## src/pkg/iad_defs.vh

```
// Constants for the indirect address decoder
`ifndef IAD_DEFS_VH
`define IAD_DEFS_VH
`define IAD_TRAD_LAST 16'h0FFF
`define IAD_LIN_BASE 16'h2000
`define IAD_LIN_LAST 16'h29AF
`define IAD_GPR_BYTES 7'h50
`define IAD_GPR_START 7'h20
`define IAD_PORT0_ADDR 7'h00
`define IAD_PORT1_ADDR 7'h01
`define IAD_FLASH_BIT 15
`define IAD_BANK_W 5
`define IAD_EXTRA_CYC 2'h1
`endif

```

## src/verilog/iad_decoder.v

```verilog
// Indirect data port address decoder
`timescale 1ns/100ps
`default_nettype none
`include "iad_defs.vh"
// Behaviour
// - An access to the indirect data port goes to the address held in its pointer pair.
// - A pointer naming either indirect port reads zero and suppresses the write.
// - The pointer is the high byte above the low byte, a 16-bit address.
// - Pointer 0x000 to 0xFFF maps straight onto banked data memory addresses.
// - Pointer 0x2000 to 0x29AF is a linear view of the 80-byte RAM blocks of banks 0 to 30.
// - Stepping past one bank's last RAM byte lands on the next bank's first.
// - Unimplemented locations in the linear region read as 0x00.
// - The 16 common bytes never appear in the linear region.
// - With the pointer top bit set, the low 15 bits address program flash.
// - A flash read returns only the low eight bits of the word.
// - Writes to the flash region have no effect.
// - A flash read takes one extra instruction cycle.
module iad_decoder (
  input wire clk_in,
  input wire reset_in,
  input wire port_sel_in,
  input wire [7:0] pointer0_high_byte_in,
  input wire [7:0] pointer0_low_byte_in,
  input wire [7:0] pointer1_high_byte_in,
  input wire [7:0] pointer1_low_byte_in,
  input wire access_in,
  input wire write_in,
  input wire [7:0] wdata_in,
  input wire [7:0] mem_rdata_in,
  input wire [13:0] flash_rdata_in,
  output reg [11:0] mem_addr_out,
  output reg mem_we_out,
  output reg [7:0] mem_wdata_out,
  output reg [14:0] flash_addr_out,
  output reg flash_re_out,
  output reg [7:0] rdata_out,
  output reg rdata_valid_out,
  output wire stall_out
);

  // ***************
  // Pointer select
  // ***************
  wire [15:0] ptr0;
  wire [15:0] ptr1;
  wire [15:0] ptr;

  assign ptr0 = {pointer0_high_byte_in, pointer0_low_byte_in};
  assign ptr1 = {pointer1_high_byte_in, pointer1_low_byte_in};
  assign ptr = port_sel_in ? ptr1 : ptr0;

  // ***************
  // Region decode
  // ***************
  wire is_flash;
  wire is_trad;
  wire is_lin;
  wire is_mapped;
  wire is_port0;
  wire is_port1;
  wire is_self;

  assign is_flash = ptr[`IAD_FLASH_BIT];
  assign is_trad = (ptr <= `IAD_TRAD_LAST);
  assign is_lin = (ptr >= `IAD_LIN_BASE) && (ptr <= `IAD_LIN_LAST);
  assign is_mapped = is_trad || is_lin;

  // Ports sit at the same offset in every bank
  assign is_port0 = (ptr[6:0] == `IAD_PORT0_ADDR);
  assign is_port1 = (ptr[6:0] == `IAD_PORT1_ADDR);
  assign is_self = is_trad && (is_port0 || is_port1);

  // ***************
  // Linear region
  // ***************
  wire [15:0] lin_off;
  wire [11:0] lin_addr;

  assign lin_off = ptr - `IAD_LIN_BASE;

  iad_linear_map u_map (
    .offset_in(lin_off[11:0]),
    .banked_addr_out(lin_addr)
  );

  // ***************
  // Request qualifiers
  // ***************
  localparam [1:0] ST_IDLE = 2'b00;
  localparam [1:0] ST_FLASH = 2'b01;

  reg [1:0] state_r;
  reg [1:0] state_nxt;
  reg [1:0] wait_cnt_r;
  reg [1:0] wait_cnt_nxt;
  reg [7:0] rdata_nxt;
  reg rdata_valid_nxt;
  reg [7:0] data_rd_val;
  wire [7:0] flash_byte;
  wire busy;
  wire rd_req;
  wire wr_req;
  wire flash_rd;
  wire data_rd;

  assign busy = (state_r != ST_IDLE);
  assign rd_req = access_in && !write_in;
  assign wr_req = access_in && write_in;
  // Read requests during a flash wait are ignored
  assign flash_rd = rd_req && is_flash && !busy;
  assign data_rd = rd_req && !is_flash && !busy;
  assign stall_out = flash_rd;

  // ***************
  // Address drive
  // ***************
  always @* begin
    mem_addr_out = 12'h000;
    flash_addr_out = ptr[14:0];
    if (is_trad) begin
      mem_addr_out = ptr[11:0];
    end else if (is_lin) begin
      mem_addr_out = lin_addr;
    end
  end

  always @* begin
    flash_re_out = flash_rd;
  end

  // ***************
  // Write path
  // ***************
  always @* begin
    mem_wdata_out = wdata_in;
    mem_we_out = 1'b0;
    // Flash writes and self references never reach memory
    if (wr_req && is_mapped && !is_self && !is_flash) begin
      mem_we_out = 1'b1;
    end
  end

  // ***************
  // Read data select
  // ***************
  always @* begin
    data_rd_val = 8'h00;
    if (is_mapped && !is_self) begin
      data_rd_val = mem_rdata_in;
    end
  end

  genvar b;
  generate
    for (b = 0; b < 8; b = b + 1) begin : g_flash_byte
      assign flash_byte[b] = flash_rdata_in[b];
    end
  endgenerate

  // ***************
  // Access sequencer
  // ***************
  always @* begin
    state_nxt = state_r;
    wait_cnt_nxt = wait_cnt_r;
    rdata_nxt = rdata_out;
    rdata_valid_nxt = 1'b0;
    case (state_r)
      ST_IDLE: begin
        if (flash_rd) begin
          state_nxt = ST_FLASH;
          wait_cnt_nxt = 2'h1;
        end else if (data_rd) begin
          rdata_valid_nxt = 1'b1;
          rdata_nxt = data_rd_val;
        end
      end
      ST_FLASH: begin
        if (wait_cnt_r == `IAD_EXTRA_CYC) begin
          state_nxt = ST_IDLE;
          wait_cnt_nxt = 2'h0;
          rdata_nxt = flash_byte;
          rdata_valid_nxt = 1'b1;
        end else begin
          wait_cnt_nxt = wait_cnt_r + 2'h1;
        end
      end
      default: begin
        state_nxt = ST_IDLE;
        wait_cnt_nxt = 2'h0;
      end
    endcase
  end

  // ***************
  // State registers
  // ***************
  always @(posedge clk_in) begin
    if (reset_in) begin
      state_r <= ST_IDLE;
      wait_cnt_r <= 2'h0;
      rdata_out <= 8'h00;
      rdata_valid_out <= 1'b0;
    end else begin
      state_r <= state_nxt;
      wait_cnt_r <= wait_cnt_nxt;
      rdata_out <= rdata_nxt;
      rdata_valid_out <= rdata_valid_nxt;
    end
  end

endmodule
`default_nettype wire

```

## src/verilog/iad_linear_map.v

```verilog
// Linear region offset to banked address conversion
`timescale 1ns/100ps
`default_nettype none
`include "iad_defs.vh"
module iad_linear_map (
  input wire [11:0] offset_in,
  output reg [11:0] banked_addr_out
);
  reg [4:0] bank;
  reg [11:0] rem;
  integer i;
  // ***************
  // Divide by the 80 RAM bytes per bank
  // ***************
  always @* begin
    bank = 5'h0;
    rem = offset_in;
    for (i = 0; i < 31; i = i + 1) begin
      if (rem >= {5'h0, `IAD_GPR_BYTES}) begin
        rem = rem - {5'h0, `IAD_GPR_BYTES};
        bank = bank + 5'h1;
      end
    end
    banked_addr_out = {bank, rem[6:0] + `IAD_GPR_START};
  end
endmodule
`default_nettype wire

```

## config.mk

```make
export PLATFORM = sky130hd
export DESIGN_NAME = iad_decoder
export DESIGN_NICKNAME = d
export VERILOG_FILES = /design/src/verilog/iad_decoder.v /design/src/verilog/iad_linear_map.v
export VERILOG_INCLUDE_DIRS = /design/src /design/src/pkg
export SDC_FILE = /design/constraint.sdc
export NUM_CORES = 1
export LEC_CHECK = 0
export BUFFER_PORTS_ARGS = -buffer_cell sky130_fd_sc_hd__buf_2
export CAP_MARGIN = 30
export CORE_MARGIN = 4
export CORE_UTILIZATION = 40
export CTS_BUF_LIST = sky130_fd_sc_hd__clkbuf_8
export CTS_CLUSTER_DIAMETER = 60
export CTS_CLUSTER_SIZE = 16
export DETAILED_ROUTE_END_ITERATION = 10
export PLACE_DENSITY = 0.63
export SYNTH_ARGS = -nofsm -noshare
export SYNTH_HDL_FRONTEND = slang
export SYNTH_SLANG_ARGS = --single-unit
```

## constraint.sdc

```tcl
create_clock -name clk_in -period 74.5 [get_ports clk_in]
set_clock_uncertainty 0.05 [all_clocks]
set_input_delay 18.625 -clock clk_in [delete_from_list [all_inputs] [get_ports clk_in]]
set_output_delay 18.625 -clock clk_in [all_outputs]
set_load 0.03 [all_outputs]
```

After elaboration in Yosys (flattened, before gate mapping)
Cells that the tools add are included.

Register bits after elaboration: 13. Bits of input ports: 67. Output and inout bits: 47. Logic and storage cells: 213.

Add/subtract/negate cells: 64. $lt $le $gt $ge: 34. Eq/ne operators: 7. Multiplexer cells: 80. Reduce and logical (&&, ||, !) cells: 24.

Operators with widths (count): 2-to-1 mux 12 bit (32); >= comparator 12 x 7 -> 1 bit (second input constant) (31); subtractor 12 x 7 -> 12 bit (second input constant) (30); 2-to-1 mux 5 bit (30); adder 5 x 1 -> 5 bit (second input constant) (29); 2-to-1 mux 8 bit (4); >= comparator 16 x 14 -> 1 bit (second input constant) (1); less-or-equal comparator 16 x 12 -> 1 bit (second input constant) (1); less-or-equal comparator 16 x 14 -> 1 bit (second input constant) (1); 2-to-1 mux 16 bit (1); one-hot mux 8 bit (2 select lines) (1); logical AND 1 bit (12); subtractor 12 x 1 -> 12 bit (second input constant) (1); != test 2 bit (second input constant) (4); one-hot mux 2 bit (2 select lines) (2); adder 7 x 6 -> 7 bit (second input constant) (1); equality test 7 x 1 -> 1 bit (second input constant) (1); logical NOT 7 bit (1); 2-to-1 mux 7 bit (1); subtractor 7 bit (second input constant) (1); 2-to-1 mux 2 bit (3); 2-to-1 mux 1 bit (5); equality test 2 x 1 -> 1 bit (second input constant) (2); logical NOT 1 bit (4); 8 further kinds (10).

Longest topological paths before layout
Gate-level depths: netlist of run 1.

Word-level depth: 67. Gate-level depth with buffers: 95.

Hierarchy
From an unflattened synthesis of run 1, not the netlist that was laid out.

Cell total of the unflattened synthesis: 1868. Area total of the unflattened synthesis: 13340.3 um2.

By module, submodules not included: iad_linear_map (instances 1, cells an instance 1717, area each 12059.1 um2, sequential area each 0.0 um2); iad_decoder (instances 1, cells an instance 151, area each 1281.2 um2, sequential area each 240.2 um2).

Worst setup path before layout of run 1
OpenSTA, ideal clock, no wires.

Kind: input port to output port. From: input port_sel_in. To: output mem_addr_out[11]. Data arrival time: 37.864 ns. Slack: 17.961 ns. Cell stages on the path: 81. Path buffers: 13. Cell sequence: buf_4 buf_2 mux2i_1 ha_1 ha_1 inv_1 a21oi_1 or3_1 o211a_4 nor2_1 buf_2 nand4_1 a32oi_1 buf_2 o211ai_2 xor2_1 nand2_1 mux2i_1 [45 not listed] o221ai_1 and3_1 nor4_4 buf_4 a222oi_1 a41oi_1 o211ai_1 o221ai_1 xnor2_1 xnor2_1 ha_1 nand2_1 and2_1 o22a_1 buf_2 a2111oi_2 xnor2_1 o22ai_1.

Longest elaborated chain between the ends: 66. Elaborated cells on any way between the ends: 160. Classes of those cells: add/sub: 61; order compare: 34; mux: 64; reduce/logical: 1.

Ends and longest elaborated chain: start, declared (line iad_decoder.v:21) `input wire port_sel_in,`; 2-to-1 mux 16 bit (*) (line iad_decoder.v:50) `assign ptr = port_sel_in ? ptr1 : ptr0;`; subtractor 12 x 1 -> 12 bit (no line); subtractor 12 x 7 -> 12 bit or >= comparator 12 x 7 -> 1 bit (tied branches) (line iad_linear_map.v:20, iad_linear_map.v:19); 2-to-1 mux 12 bit or 2-to-1 mux 1 bit (tied branches) (line iad_linear_map.v:19) `` if (rem >= {5'h0, `IAD_GPR_BYTES}) begin ``; subtractor 12 x 7 -> 12 bit (tied with other cells) (line iad_linear_map.v:20) `` rem = rem - {5'h0, `IAD_GPR_BYTES}; ``; 2-to-1 mux 12 bit or 2-to-1 mux 5 bit (tied branches) (line iad_linear_map.v:19); subtractor 12 x 7 -> 12 bit (tied with other cells) (line iad_linear_map.v:20); 2-to-1 mux 12 bit or 2-to-1 mux 5 bit (tied branches) (line iad_linear_map.v:19); [50 not listed]; subtractor 12 x 7 -> 12 bit (tied with other cells) (line iad_linear_map.v:20); 2-to-1 mux 12 bit or 2-to-1 mux 5 bit (tied branches) (line iad_linear_map.v:19); subtractor 12 x 7 -> 12 bit (tied with other cells) (line iad_linear_map.v:20); 2-to-1 mux 12 bit or 2-to-1 mux 5 bit (tied branches) (line iad_linear_map.v:19); >= comparator 12 x 7 -> 1 bit or adder 5 x 1 -> 5 bit (tied branches) (line iad_linear_map.v:19, iad_linear_map.v:21); 2-to-1 mux 5 bit (line iad_linear_map.v:19); 2-to-1 mux 12 bit (line iad_decoder.v:122) `end else if (is_lin) begin`; 2-to-1 mux 12 bit (*) (line iad_decoder.v:120) `if (is_trad) begin`; end, declared (line iad_decoder.v:31) `output reg [11:0] mem_addr_out,`.

Mark *: on every way between the ends. The rest lies on a longest branch, timed or not.

Worst setup path after layout of run 1
Same ends and word-level chain as after synthesis.

==> out/metrics.yaml, run 1 <==
logic_synthesis:
  synthTopCellsByArea: "xnor2_1, nand2_1, nor2_1"
  syn_inst: 1865
  avgSynthCellArea_sq_um: 6.68
  ys.flop_type: "dfxtp_1"
  synth-async-reset-ratio_pct: 0
  synth_top_area_cell: "xnor2_1"
  synth_top_cell_area_share_pct: 7.31
  syn_area_sq_um: 12500
  synth_cell_types: 131
  ys_ff_latch: 12
  synth_nets: 1968
  yosysSeqAreaShare_pct: 1.93
  ys_warn_count: 0
  synth_edf_count: 0
cells_and_area:
  drive_gt1_share_pct: 13.4
  area_delta_synth_final_pct: 5.09
  layout_commonest_cell: "nand2_1"
  utilization_pct: 42.7
  final_nets: 1992
  diodes: 0
  instances_no_fill: 2283
  layout_common_cells: "nand2_1, nor2_1, a21oi_1"
cts:
  clock_path_buffers: 2
  htreeDepth: 1
  cts.sinks: 12
  cts_tree: "built"
  cts_root_buffer: "clkbuf_8"
  clk_latency_ns: 0.23
  cts_resized: 0
  hold_buffers: 0
  cts-buffers-inserted: 3
  cts_setup_buffers: 0
  clk_pin_slew_worst_paths_ns: 0.05
setup_path:
  critPathBufInv: 3
  critPathCaptureType: "output port"
  r2r.worst_path.cells: 5
  path_common_cell: "xnor2_1"
  slowest_stage: "nor4_4"
  max_stage_delay_ns: 0.84
  rrSetupSlack_ns: 72.68
  worstReg2RegStart: "state_r[0]$_SDFFE_PP0P_"
  critPathMaxFanout: 31
  worstPathRequired_ns: 55.83
  crit_family: "compound AO/OA/AOI/OAI gates"
  r2r_end: "rdata_out[2]$_SDFFE_PP0P_"
  path_depth: 69
  critPathLaunch: "port_sel_in"
  crit_path_end: "mem_addr_out[11]"
  worstSetupPathType: "in2out"
  cp-start-kind: "primary input"
  cp.arrival_ns: 44.40
floorplan:
  die_x_um: 185
  num_rows: 64
  core_sq_um: 30700
  initial_core_util_pct: 40.6
  die-area_sq_um: 34000
  io_pins: 114
  die_y_um: 185
flow_run:
  drv_cap: 0
detailed_routing:
  drt_pass1_iterations: 5
  drc: 0
  via_count: 14800
  avgViaCountPerCell: 6.49
  drt_iter0_markers: 1260
  wl_um: 38200
  avgRoutedWirePerCell_um: 16.7
  drtAntennaViolNets: 0
grt:
  grt_max_degree: 32
  grt_usage_pct: 20.7
  grt_antenna_before_repair: 0
  first_global_vias: 13300
  overflow: 0
  grt_first_pass_wirelength_um: 62800
timing:
  setup_viol: 0
  tightest_slew_ns: 0.984
  drv_slew: 0
  max_freq_mhz: 15.9
  fin_tns_setup_ns: 0
  finalCritPeriodShare_pct: 84.7
  slew-limit-headroom_pct: 33.8
  rsz0062_at_grt: "no"
  hold_violations: 0
  period_needed_ns: 63.07
min_path:
  hp-start: "wait_cnt_r[1]$_SDFFE_PP0P_"
  worst_hold_path_type: "reg2reg"
placed_design:
  gp_congestion: 0.928
  dp.cells: 2280
  io_buffer_count: 91
  place_hpwl_um: 30600
outcome:
  outcome: "finished, final reports clean"
## metrics by stage
stage                     worst slack [ns]  hold slack (ns)  area, sq um
final                                11.43            0.382        13100
after global routing                  9.39            0.409        13100
after floorplan                      17.96            0.360        12500
after global placement               12.32            0.370        13000
after detailed placement             12.01            0.380        13100
after CTS                            11.96            0.386        13100
## flip-flops by register name, summed over array words and instances, names as in the netlist
register,flops
rdata_out,8
wait_cnt_r,2
rdata_valid_out,1
state_r,1
## how the worst min path moves through the flow
| stage | to | slack, ns | cells after the start |
|---|---|---|---|
| 3_3_place_gp | wait_cnt_r[1]$_SDFFE_PP0P_ | 0.37 | 2 |
| 4_1_cts | wait_cnt_r[1]$_SDFFE_PP0P_ | 0.39 | 2 |
| 2_1_floorplan | wait_cnt_r[1]$_SDFFE_PP0P_ | 0.36 | 2 |
| 3_5_place_dp | wait_cnt_r[1]$_SDFFE_PP0P_ | 0.38 | 2 |
| 6_report | wait_cnt_r[1]$_SDFFE_PP0P_ | 0.38 | 2 |
| 5_1_grt | wait_cnt_r[1]$_SDFFE_PP0P_ | 0.41 | 2 |
## final cells by class
class,count,area [sq um]
timing repair buffer,99,513
sequential,12,240
tap,396,495
fill,3245,17600
inverter,51,191
clock buffer,3,41.3
multi-input combinational,1722,11600
## metal layers
metal	track usage (%)	vias up	part of all wire, %
li1	-	7298	-
met1	29.2	6907	46
met2	35.3	571	46
met3	1.95	35	7.3
met4	2.75	0	0.85
met5	0	-	0
## Yosys cell counts, types with 24 or more instances
cell / count
nand2_1: 201
nor2_1: 189
a21oi_1: 129
xnor2_1: 104
nand3_1: 87
o21ai_0: 79
nor3_1: 62
inv_1: 49
mux2i_1: 41
xor2_1: 37
ha_1: 36
o211ai_1: 36
clkbuf_1: 32
and3_1: 28
and2_1: 27
nand4_1: 27
a31oi_1: 26
o22ai_1: 26
a211oi_1: 25
mux2_2: 24
o21ai_1: 24
## kinds of logic after synthesis
group / after synthesis / synth area share [%]
XOR/XNOR: 142 / 10.0
AND/OR/NAND/NOR: 796 / 32.9
adder cells (fa/ha/maj): 36 / 3.61
multiplexers: 76 / 6.57
AO/OA/AOI/OAI: 672 / 40.1
flip-flops: 12 / 1.93
buffers and inverters: 131 / 4.87
## worst reg2reg max path, delay by kind of cell (launching register included)
family / cells / cell delay, ns
AO/OA/AOI/OAI: 3 / 1.04
flip-flops: 1 / 0.44
AND/OR/NAND/NOR: 2 / 0.23
Power of run 1 is not shown: default switching activity piles up to over one toggle a cycle in this logic, so the estimate is an artifact.
==> run 2, diff against run 1 <==
==> constraint.sdc (replaced) <==
create_clock -name clk_in -period 65.1 [get_ports clk_in]
set_clock_uncertainty 0.05 [all_clocks]
set_input_delay 16.275 -clock clk_in [delete_from_list [all_inputs] [get_ports clk_in]]
set_output_delay 16.275 -clock clk_in [all_outputs]
set_load 0.03 [all_outputs]
==> out/metrics.yaml, run 2 (synthesis gave the netlist of run 1 again) <==
grt:
  grt_antenna_before_repair: 0  # unchanged
  overflow: 0  # unchanged
  first_global_vias: 12900  # was 13300
  grt_first_pass_wirelength_um: 62000  # was 62800 um
  grt_max_degree: 32  # unchanged
  grt_usage_pct: 20.5  # was 20.7%
setup_path:
  critPathMaxFanout: 31  # unchanged
  slowest_stage: "nor4_4"  # unchanged
  path_common_cell: "xnor2_1"  # unchanged
  critPathCaptureType: "output port"  # unchanged
  cp-start-kind: "primary input"  # unchanged
  cp.arrival_ns: 41.86  # was 44.40 ns
  worstSetupPathType: "in2out"  # unchanged
  worstPathRequired_ns: 48.77  # was 55.83 ns
  max_stage_delay_ns: 0.83  # was 0.84 ns
placed_design:
  place_hpwl_um: 30300  # was 30600 um
  gp_congestion: 0.927  # was 0.928
  io_buffer_count: 91  # unchanged
  dp_slack_ns: 7.40  # was 12.01 ns
timing:
  max_freq_mhz: 17.2
  hold_violations: 0  # unchanged
  finalCritPeriodShare_pct: 89.4
  postLayoutSetupSlackWorst_ns: 6.91  # was 11.43 ns
  rsz0062_at_grt: "no"  # unchanged
  fin_tns_setup_ns: 0  # unchanged
  slew-limit-headroom_pct: 29.6  # was 33.8%
  period_needed_ns: 58.19
  tightest_slew_ns: 1.05  # was 0.984 ns
  setup_viol: 0  # unchanged
  drv_slew: 0  # unchanged
detailed_routing:
  avgRoutedWirePerCell_um: 16.6  # was 16.7 um
  wl_um: 37800  # was 38200 um
  drt_pass1_iterations: 9  # was 5
  drt_iter0_markers: 1280  # was 1260
  drtAntennaViolNets: 0  # unchanged
  drc: 0  # unchanged
  avgViaCountPerCell: 6.45  # was 6.49
  via_count: 14700  # was 14800
cts:
  htreeDepth: 1  # unchanged
  clock_path_buffers: 2  # unchanged
  cts.sinks: 12  # unchanged
  cts_resized: 0  # unchanged
  cts_root_buffer: "clkbuf_8"  # unchanged
  cts-buffers-inserted: 3  # unchanged
  cts_tree: "built"  # unchanged
  clk_latency_ns: 0.24  # was 0.23 ns
  clk_pin_slew_worst_paths_ns: 0.05  # about the same
  cts_setup_buffers: 0  # unchanged
  hold_buffers: 0  # unchanged
cells_and_area:
  diodes: 0  # unchanged
  layout_commonest_cell: "nand2_1"  # unchanged
  largest-register: "rdata_out"  # unchanged
  biggestRegsByFlops: "rdata_out (8), wait_cnt_r (2)"  # unchanged
  layout_common_cells: "nand2_1, nor2_1, a21oi_1"  # unchanged
  nFillCells: 3187  # was 3245
  utilization_pct: 42.8  # was 42.7%
  final_nets: 1992  # unchanged
  area_delta_synth_final_pct: 5.22  # was 5.09%
  largest_reg_flops: 8  # unchanged
  drive_gt1_share_pct: 13.5  # was 13.4%
floorplan:
  die_x_um: 185  # unchanged
  core_sq_um: 30700  # unchanged
  initial_core_util_pct: 40.6  # unchanged
  num_rows: 64  # unchanged
  die-area_sq_um: 34000  # unchanged
  io_pins: 114  # unchanged
  die_y_um: 185  # unchanged
flow_run:
  drv_cap: 0  # unchanged
outcome:
  outcome: "finished, final reports clean"  # unchanged
min_path:
  worst_hold_path_type: "reg2reg"  # unchanged
-- run 2: cell types whose count changed in the layout (fill, tap and decap cells not counted), sizes merged --
cell    delta
clkbuf     +1
-- run 2: critical path: cells and delay by family --
kind	cells	cell delay, ns
AO/OA/AOI/OAI	29	11.00
AND/OR/NAND/NOR	24	8.80
XOR/XNOR	7	2.20
multiplexers	3	1.66
adder cells (fa/ha/maj)	3	0.95
buffers and inverters	3	0.88
-- run 2: final cells by class --
cell class	instances	area, sq um	area share, %
Clock buffer	4	55.1	0.420
Inverter	51	191	1.46
Multi-Input combinational cell	1722	11600	88.6
Sequential cell	12	240	1.83
Tap cell	396	495	3.78
Timing Repair Buffer	99	515	3.93
-- run 2: through the flow --
step	cell area, sq um	std cells	hold slack, ns
finish	13100	2284	0.386
detailed placement	13100	2280	0.382
global placement	13100	2279	0.370
global route	13100	2284	0.406
CTS	13100	2284	0.389
floorplan	12500	1865	0.360
-- run 2: worst paths after layout --
check	start	endpoint	slack [ns]	depth (start not counted)
hold / removal	wait_cnt_r[1]$_SDFFE_PP0P_	wait_cnt_r[1]$_SDFFE_PP0P_	0.39	2
hold reg to reg	wait_cnt_r[1]$_SDFFE_PP0P_	wait_cnt_r[1]$_SDFFE_PP0P_	0.39	2
setup reg to reg	state_r[0]$_SDFFE_PP0P_	rdata_out[2]$_SDFFE_PP0P_	63.22	5
setup / recovery	port_sel_in	mem_addr_out[11]	6.91	69
-- run 2: per-layer routing --
metal / wire, um / global-route usage, % / vias to the layer above
met5: 0 / 0 / -
met3: 2790 / 2.05 / 45
li1: - / - / 7291
met1: 17600 / 29.3 / 6809
met4: 386 / 2.87 / 0
met2: 17000 / 34.2 / 578
Power of run 2 is left out for the same reason.
